**src/shared/amc_pkg.sv**
```systemverilog
// Constants and types for the converter control block
package amc_pkg;
  // Address field positions
  localparam int ADDR_W          = 4;
  localparam int BIT_POL         = 0;
  localparam int BIT_SEL         = 1;
  localparam int BIT_MODE_LO     = 2;
  localparam int BIT_MODE_HI     = 3;
  localparam int RES_W           = 8;
  localparam int NUM_CODES       = 256;
  localparam logic [3:0] ADDR_RST = 4'h0;
  localparam logic [7:0] RES_RST  = 8'h00;
  // Input selector codes
  localparam logic [2:0] SRC_AIN1 = 3'h0;
  localparam logic [2:0] SRC_AIN2 = 3'h1;
  localparam logic [2:0] SRC_AIN3 = 3'h2;
  localparam logic [2:0] SRC_AIN4 = 3'h3;
  localparam logic [2:0] SRC_GND  = 3'h4;
  // Timing
  localparam int CLK_PERIOD_NS   = 4;
  localparam int CONV_MAX_US     = 40;
  localparam int CONV_MAX_CYC    = (CONV_MAX_US * 1000) / CLK_PERIOD_NS;
  localparam int HALF_PER        = 2;
  localparam int STEP_PER        = 2 * HALF_PER;
  localparam logic [3:0] HALF_CNT = 4'(HALF_PER - 1);
  localparam logic [3:0] STEP_CNT = 4'(STEP_PER - 1);

  typedef enum logic [2:0]
  {
    AMC_IDLE   = 3'b000,
    AMC_SAMP_P = 3'b001,
    AMC_SAMP_N = 3'b010,
    AMC_SAR    = 3'b011,
    AMC_DONE   = 3'b100
  } amc_state_e;
endpackage : amc_pkg

```
**src/core/amc_sar.sv**
```systemverilog
// Successive approximation search on an 8-bit trial code
`timescale 1ns/1ns
`default_nettype none
module amc_sar
(
  input  wire logic                   clk,
  input  wire logic                   rstn,
  input  wire logic                   start,
  input  wire logic                   step,
  input  wire logic [amc_pkg::RES_W-1:0] samp_p,
  input  wire logic [amc_pkg::RES_W-1:0] samp_n,
  output logic                        busy,
  output logic [amc_pkg::RES_W-1:0]   code
);
  import amc_pkg::*;

  logic [RES_W-1:0] trial_bit;
  logic [RES_W-1:0] diff;
  logic             neg;
  logic [RES_W-1:0] next_code;

  // Difference clamps to zero when the negative input is higher
  assign neg       = samp_p < samp_n;
  assign diff      = neg ? RES_RST : samp_p - samp_n;
  assign next_code = ((code | trial_bit) <= diff) ? (code | trial_bit) : code;

  always_ff @(posedge clk or negedge rstn)
  begin
    if (!rstn)
    begin
      code      <= RES_RST;
      trial_bit <= RES_RST;
      busy      <= 1'b0;
    end
    else if (start)
    begin
      code      <= RES_RST;
      trial_bit <= 8'h80;
      busy      <= 1'b1;
    end
    else if (busy && step)
    begin
      code      <= next_code;
      trial_bit <= trial_bit >> 1;
      busy      <= (trial_bit != 8'h01);
    end
  end
endmodule : amc_sar
`default_nettype wire

```
**src/core/amc_ctrl.sv**
```systemverilog
// Multiplexer select and conversion control of the converter
`timescale 1ns/1ns
`default_nettype none
// Contract
// - Convert selected positive minus negative input by an 8-bit binary search.
// - Positive below negative returns code zero.
// - Pairing mode comes only from the written address.
// - Bit2 low: differential; bit1 picks pair, bit0 swaps polarity.
// - Bits 3:2 = 01: single-ended, channel by bits 1:0 against ground.
// - Bits 3:2 = 11: channels one to three against channel four.
// - Result spans 256 codes, step is reference over 256.
// - Sample positive input, then negative half a clock period later.
// - Write strobe falling with select low clears done and arms.
// - Write rising with read high latches address and starts conversion.
// - Read held low across write keeps config and outputs old result.
// - Within 40 us result latched and done low; read clears it.
module amc_ctrl
(
  input  wire logic                      clk,
  input  wire logic                      rstn,
  input  wire logic                      cs_n,
  input  wire logic                      wr_n,
  input  wire logic                      rd_n,
  input  wire logic [amc_pkg::RES_W-1:0] result_bus_in,
  output logic [amc_pkg::RES_W-1:0]      result_bus_out,
  output logic                           result_bus_oe_n,
  input  wire logic [amc_pkg::RES_W-1:0] ain_1,
  input  wire logic [amc_pkg::RES_W-1:0] ain_2,
  input  wire logic [amc_pkg::RES_W-1:0] ain_3,
  input  wire logic [amc_pkg::RES_W-1:0] ain_4,
  output logic                           conv_done_n,
  output logic [amc_pkg::ADDR_W-1:0]     mux_addr,
  output logic                           conv_busy
);
  import amc_pkg::*;

  // ************************************************************
  // Input synchronisers
  // ************************************************************
  logic [2:0] ctl_s1;
  logic [2:0] ctl_s2;
  logic [2:0] ctl_q;
  logic [ADDR_W-1:0] dat_s1;
  logic [ADDR_W-1:0] dat_s2;
  logic [RES_W-1:0]  ain_s1 [4];
  logic [RES_W-1:0]  ain_s2 [4];
  logic [RES_W-1:0]  ain_in [4];

  assign ain_in[0] = ain_1;
  assign ain_in[1] = ain_2;
  assign ain_in[2] = ain_3;
  assign ain_in[3] = ain_4;

  always_ff @(posedge clk or negedge rstn)
  begin
    if (!rstn)
    begin
      ctl_s1 <= 3'h7;
      ctl_s2 <= 3'h7;
      ctl_q  <= 3'h7;
      dat_s1 <= ADDR_RST;
      dat_s2 <= ADDR_RST;
    end
    else
    begin
      ctl_s1 <= {cs_n, wr_n, rd_n};
      ctl_s2 <= ctl_s1;
      ctl_q  <= ctl_s2;
      dat_s1 <= result_bus_in[ADDR_W-1:0];
      dat_s2 <= dat_s1;
    end
  end

  genvar gi;
  generate
    for (gi = 0; gi < 4; gi++)
    begin : g_ain_sync
      always_ff @(posedge clk or negedge rstn)
      begin
        if (!rstn)
        begin
          ain_s1[gi] <= RES_RST;
          ain_s2[gi] <= RES_RST;
        end
        else
        begin
          ain_s1[gi] <= ain_in[gi];
          ain_s2[gi] <= ain_s1[gi];
        end
      end
    end
  endgenerate

  // ************************************************************
  // Strobe decode
  // ************************************************************
  logic cs_l;
  logic wr_l;
  logic rd_l;
  logic wr_fall;
  logic wr_rise;
  logic rd_fall;
  logic rd_all_low;
  logic start_ok;
  logic read_act;

  assign cs_l    = ~ctl_s2[2];
  assign wr_l    = ~ctl_s2[1];
  assign rd_l    = ~ctl_s2[0];
  assign wr_fall = wr_l & ctl_q[1] & cs_l;
  assign wr_rise = ~wr_l & ~ctl_q[1] & cs_l;
  assign rd_fall = rd_l & ctl_q[0] & cs_l;
  assign read_act = cs_l & rd_l;
  // Start on write rise with read high, unless read was low for the whole write-low time
  assign start_ok = wr_rise & ~rd_l & ~rd_all_low;

  // ************************************************************
  // Input selection
  // ************************************************************
  function automatic logic [5:0] sel_pair(input logic [ADDR_W-1:0] a);
    logic [2:0] p;
    logic [2:0] n;
    p = SRC_AIN1;
    n = SRC_GND;
    if (!a[BIT_MODE_LO])
    begin
      // Differential pairs
      p = {1'b0, a[BIT_SEL], a[BIT_POL]};
      n = {1'b0, a[BIT_SEL], ~a[BIT_POL]};
    end
    else if (!a[BIT_MODE_HI])
    begin
      // Single-ended against ground
      p = {1'b0, a[BIT_SEL], a[BIT_POL]};
      n = SRC_GND;
    end
    else
    begin
      // Pseudo-differential against channel four; code 1111 undefined
      p = {1'b0, a[BIT_SEL], a[BIT_POL]};
      n = SRC_AIN4;
    end
    return {p, n};
  endfunction : sel_pair

  function automatic logic [RES_W-1:0] pick(input logic [2:0] s,
                                            input logic [RES_W-1:0] v0,
                                            input logic [RES_W-1:0] v1,
                                            input logic [RES_W-1:0] v2,
                                            input logic [RES_W-1:0] v3);
    logic [RES_W-1:0] r;
    r = RES_RST;
    case (s)
      SRC_AIN1: r = v0;
      SRC_AIN2: r = v1;
      SRC_AIN3: r = v2;
      SRC_AIN4: r = v3;
      default:  r = RES_RST;
    endcase
    return r;
  endfunction : pick

  logic [5:0]       pair;
  logic [RES_W-1:0] pos_val;
  logic [RES_W-1:0] neg_val;

  assign pair    = sel_pair(mux_addr);
  assign pos_val = pick(pair[5:3], ain_s2[0], ain_s2[1], ain_s2[2], ain_s2[3]);
  assign neg_val = pick(pair[2:0], ain_s2[0], ain_s2[1], ain_s2[2], ain_s2[3]);

  // ************************************************************
  // Conversion sequencer
  // ************************************************************
  amc_state_e       state;
  amc_state_e       next_state;
  logic [3:0]       tick;
  logic [RES_W-1:0] samp_p;
  logic [RES_W-1:0] samp_n;
  logic [RES_W-1:0] result;
  logic [RES_W-1:0] sar_code;
  logic             sar_busy;
  logic             sar_start;
  logic             sar_step;
  logic             tick_end;

  assign tick_end  = (tick == ((state == AMC_SAR) ? STEP_CNT : HALF_CNT));
  assign sar_start = (state == AMC_SAMP_N) & tick_end;
  assign sar_step  = (state == AMC_SAR) & tick_end;

  always_comb
  begin
    next_state = state;
    case (state)
      AMC_IDLE:   if (start_ok) next_state = AMC_SAMP_P;
      AMC_SAMP_P: if (tick_end) next_state = AMC_SAMP_N;
      AMC_SAMP_N: if (tick_end) next_state = AMC_SAR;
      AMC_SAR:    if (!sar_busy && tick == 4'h0 && !sar_start) next_state = AMC_DONE;
      AMC_DONE:   next_state = AMC_IDLE;
      default:    next_state = AMC_IDLE;
    endcase
    if (start_ok && state != AMC_IDLE) next_state = AMC_SAMP_P;
  end

  always_ff @(posedge clk or negedge rstn)
  begin
    if (!rstn)
    begin
      state      <= AMC_IDLE;
      tick       <= 4'h0;
      samp_p     <= RES_RST;
      samp_n     <= RES_RST;
      result     <= RES_RST;
      mux_addr   <= ADDR_RST;
      rd_all_low <= 1'b0;
      conv_done_n <= 1'b1;
      conv_busy  <= 1'b0;
    end
    else
    begin
      state     <= next_state;
      tick      <= (tick_end || state != next_state) ? 4'h0 : tick + 4'h1;
      conv_busy <= (next_state != AMC_IDLE);
      if (wr_fall) rd_all_low <= rd_l;
      else if (wr_l && !rd_l) rd_all_low <= 1'b0;
      if (start_ok) mux_addr <= dat_s2;
      if (state == AMC_SAMP_P && tick_end) samp_p <= pos_val;
      if (state == AMC_SAMP_N && tick_end) samp_n <= neg_val;
      if (state == AMC_DONE) result <= sar_code;
      if (state == AMC_DONE) conv_done_n <= 1'b0;
      else if (wr_fall || rd_fall) conv_done_n <= 1'b1;
    end
  end

  amc_sar amc_sar_inst
  (
    .clk    (clk),
    .rstn   (rstn),
    .start  (sar_start),
    .step   (sar_step),
    .samp_p (samp_p),
    .samp_n (samp_n),
    .busy   (sar_busy),
    .code   (sar_code)
  );

  // ************************************************************
  // Data bus drive
  // ************************************************************
  always_ff @(posedge clk or negedge rstn)
  begin
    if (!rstn)
    begin
      result_bus_out  <= RES_RST;
      result_bus_oe_n <= 1'b1;
    end
    else
    begin
      result_bus_out  <= result;
      result_bus_oe_n <= ~read_act;
    end
  end
endmodule : amc_ctrl
`default_nettype wire

```
**config.mk**
```make
export PLATFORM = sky130hd
export DESIGN_NAME = amc_ctrl
export DESIGN_NICKNAME = d
export VERILOG_FILES = /design/src/shared/amc_pkg.sv /design/src/core/amc_sar.sv /design/src/core/amc_ctrl.sv
export SDC_FILE = /design/constraint.sdc
export NUM_CORES = 1
export LEC_CHECK = 0
export BUFFER_PORTS_ARGS = -buffer_cell sky130_fd_sc_hd__buf_4
export CORE_ASPECT_RATIO = 1.5
export CORE_UTILIZATION = 40
export CTS_BUF_LIST = sky130_fd_sc_hd__clkbuf_8 sky130_fd_sc_hd__clkbuf_16
export DETAILED_ROUTE_END_ITERATION = 7
export PLACE_DENSITY = 0.67
export SETUP_SLACK_MARGIN = 0.4
export SLEW_MARGIN = 10
export SYNTH_ARGS = -nofsm -noshare
export SYNTH_HDL_FRONTEND = slang
export SYNTH_SLANG_ARGS = --single-unit
```
**constraint.sdc**
```tcl
create_clock -name clk -period 6.8 [get_ports clk]
set_input_delay 0.68 -clock clk [delete_from_list [all_inputs] [get_ports clk]]
set_output_delay 0.68 -clock clk [all_outputs]
set_load 0.01 [all_outputs]
```
==> flow_metrics.tcl <==
set metrics [dict create \
    cap_viol_max_count 0 \
    power.switching_uw 987 \
    cts.clk_slew.worst_paths_ns 0.06 \
    worst_r2r_endpoint "amc_sar_inst.code[0]" \
    drt-total-wl_mm 9.98 \
    power.density_mw_per_mm2 435 \
    fmax_ghz 0.263 \
    critPathLaunch "samp_n[0]" \
    path_buf_inv 0 \
    cp-end-kind "flip-flop" \
    power_frac_seq_pct 35.8 \
    cts_setup_buffers 0 \
    gp_congestion 0.801 \
    dp.cells 663 \
    tns_ns 0 \
    worst_path_largest_cell_delay_ns 0.70 \
    cp-start-kind "flip-flop" \
    sw_frac_of_total_pct 32.9 \
    dr.first_iter.drc_count 116 \
    area_growth_pct 20.7 \
    synthFlopType "dfrtp_1" \
    htreeDepth 4 \
    yosys_warnings 0 \
    setup_violations 0 \
    r2r-start "samp_n[0]" \
    yosysTopAreaCellShare_pct 58.7 \
    placed_area_mm2 0.00630 \
    diodes 0 \
    path_class "flip-flop to flip-flop" \
    irDropWorstVdd_v 0.000277 \
    syn_nets 492 \
    power.internal_uw 2020 \
    cts_hold_buf 0 \
    rsz0062_at_grt "no" \
    synth_edf_count 0 \
    yosysTopAreaCell "dfrtp_1" \
    synth.distinct_cells 56 \
    slew_headroom_pct 27.2 \
    grt.overflow.total 0 \
    die_width_um 99.6 \
    p_comb_share_pct 33.3 \
    dieArea_mm2 0.0148 \
    synth_area_mm2 0.00572 \
    synth.avg_cell_area_um2 13.4 \
    hold_class "input pin to asynchronous set/reset pin" \
    synth_async_sr_flop_share_pct 100 \
    crit_chain "ha_1 > fa_1 > and2b_1 > o31a_1 > o221ai_2 > or4_1 > ha_1 > o211a_1 > a211oi_1 > a211oi_1 > o21ai_0" \
    stdcell_area_mm2 0.00690 \
    instances_no_fill 695 \
    final_antenna_net_count 0 \
    wire_per_inst_um 14.4 \
    slew_viol_final 0 \
    p_leak_uw 0.00317 \
    grt_max_degree 82 \
    critical_path.endpoint "amc_sar_inst.code[0]" \
    synth_area_leaders "dfrtp_1 59%, dfstp_2 4.6%, ha_1 3.9%" \
    slowest_stage "a211oi_1" \
    critPathTopFamily "compound AO/OA/AOI/OAI gates" \
    fin_hold_ws_ns 0.294 \
    core-area_mm2 0.0140 \
    crit_arrival_ns 4.06 \
    cts_tree "done" \
    clkPwrFrac_pct 30.9 \
    fin_util_pct 49.3 \
    reg2reg_slack_ns 2.99 \
    num_rows 53 \
    ys_seq_elements 144 \
    fin_nets 554 \
    drc 0 \
    grt_pass1_vias 3528 \
    viasPerCell 4.92 \
    final_common_cell "dfrtp_1" \
    die_h_um 148 \
    clock_sinks 144 \
    crit_required_ns 7.06 \
    crit_fanout 8 \
    grt_first_pass_wirelength_mm 17.1 \
    cts-resized-gates 0 \
    insertion_delay_ns 0.41 \
    dr.pass1.iters 4 \
    path_depth 11 \
    io_pins 60 \
    worst_slew_pin_slew_ns 1.08 \
    finalCritPeriodShare_pct 56.0 \
    period_minus_slack_ns 3.81 \
    drive_above_1_share_pct 28.8 \
    cts-root-buf "clkbuf_16" \
    synthCells 428 \
    final_cell_mix "134 x dfrtp_1, 56 x buf_4, 46 x nand2_1" \
    seq_area_frac_synth_pct 63.3 \
    hold_viol_final 0 \
    start_util_pct 40.9 \
    antenna_found_initial 0 \
    reg2regPathDepth 11 \
    hpwl_mm 6.90 \
    cts_buffer_depth 2 \
    numCtsBuffers 17 \
    place.port_buffers 55 \
    grt_use_total_pct 15.2 \
    status "complete, no violations" \
    skew_ns 0.00628 \
    num_vias 3419 \
]
[state kept, by name (all words and copies together) (netlist names), 4 cells and up]
name	flops
ain_s1	32
ain_s2	32
amc_sar_inst.code	8
amc_sar_inst.trial_bit	8
result	8
result_bus_out	8
samp_n	8
samp_p	8
dat_s1	4
dat_s2	4
mux_addr	4
tick	4
[power groups by stage]
stage | combinational, uW | sequential [uW] | clock (uW)
CTS | 1000 | 1070 | 953
floorplan | 776 | 1050 | 0
detailed placement | 994 | 1090 | 0
global route | 1120 | 1090 | 990
finish | 1000 | 1070 | 929
global placement | 951 | 1080 | 0
[area by class of cell]
type,count,area (um2)
clock buffer,17,425
clock inverter,15,170
fill,1213,7090
inverter,16,60.1
multi-input combinational,254,1960
sequential,144,3620
tap,192,240
timing repair buffer,57,432
[cell families after synthesis]
family          synth area share, %
flops                          63.3
simple gates                   11.9
compound gates                 8.84
mux                            8.73
buf+inv                        2.52
fa+ha+maj                      4.29
xor+xnor                      0.460
[Yosys cell counts, drive strengths merged (3+ instances only)]
cell type	count
dfrtp	134
nand2	48
mux2	23
a21oi	18
ha	18
inv	16
nor2	15
o21ai	15
or2	11
dfstp	10
a22o	9
buf	8
mux4	8
nor3b	8
nor4	8
o2bb2ai	8
clkbuf	6
nor2b	5
nand3	4
nor4b	4
a211oi	3
and2	3
mux2i	3
nand2b	3
nand4	3
nor3	3
o21a	3
o31ai	3
or3	3
[per-stage QoR]
step / total power [uW] / setup WS (ns)
2_1_floorplan: 1830 / 3.62
3_5_place_dp: 2080 / 3.01
3_3_place_gp: 2030 / 3.12
5_1_grt: 3200 / 2.71
4_1_cts: 3030 / 2.98
6_report: 3000 / 2.99
[worst reg2reg max path, delay by kind of cell (launching register included)]
family	cells	cell delay (ns)
AO/OA/AOI/OAI	6	1.52
adder cells (fa/ha/maj)	3	0.93
flip-flops	1	0.39
AND/OR/NAND/NOR	2	0.81
[per-layer routing]
layer / part of all wire (%) / vias to the layer above / global-route usage [%]
met5: 0 / - / 0
met4: 2.7 / 0 / 8.24
met3: 3.1 / 21 / 3.43
met2: 54 / 74 / 26.6
met1: 40 / 1686 / 17.1
li1: - / 1638 / -
[worst min-delay path by stage]
stage	slack, ns	cells past startpoint	startpoint	endpoint
after floorplan	0.33	0	ain_s1[0]	ain_s2[0]
after global placement	0.33	0	ain_s1[6]	ain_s2[6]
after CTS	0.31	1	rstn	result[2]
after detailed placement	0.33	0	ain_s1[13]	ain_s2[13]
final	0.29	1	rstn	result_bus_out[1]
after global routing	0.34	1	rstn	result_bus_out[2]
Note: power is estimated with default switching activity, not from simulation.
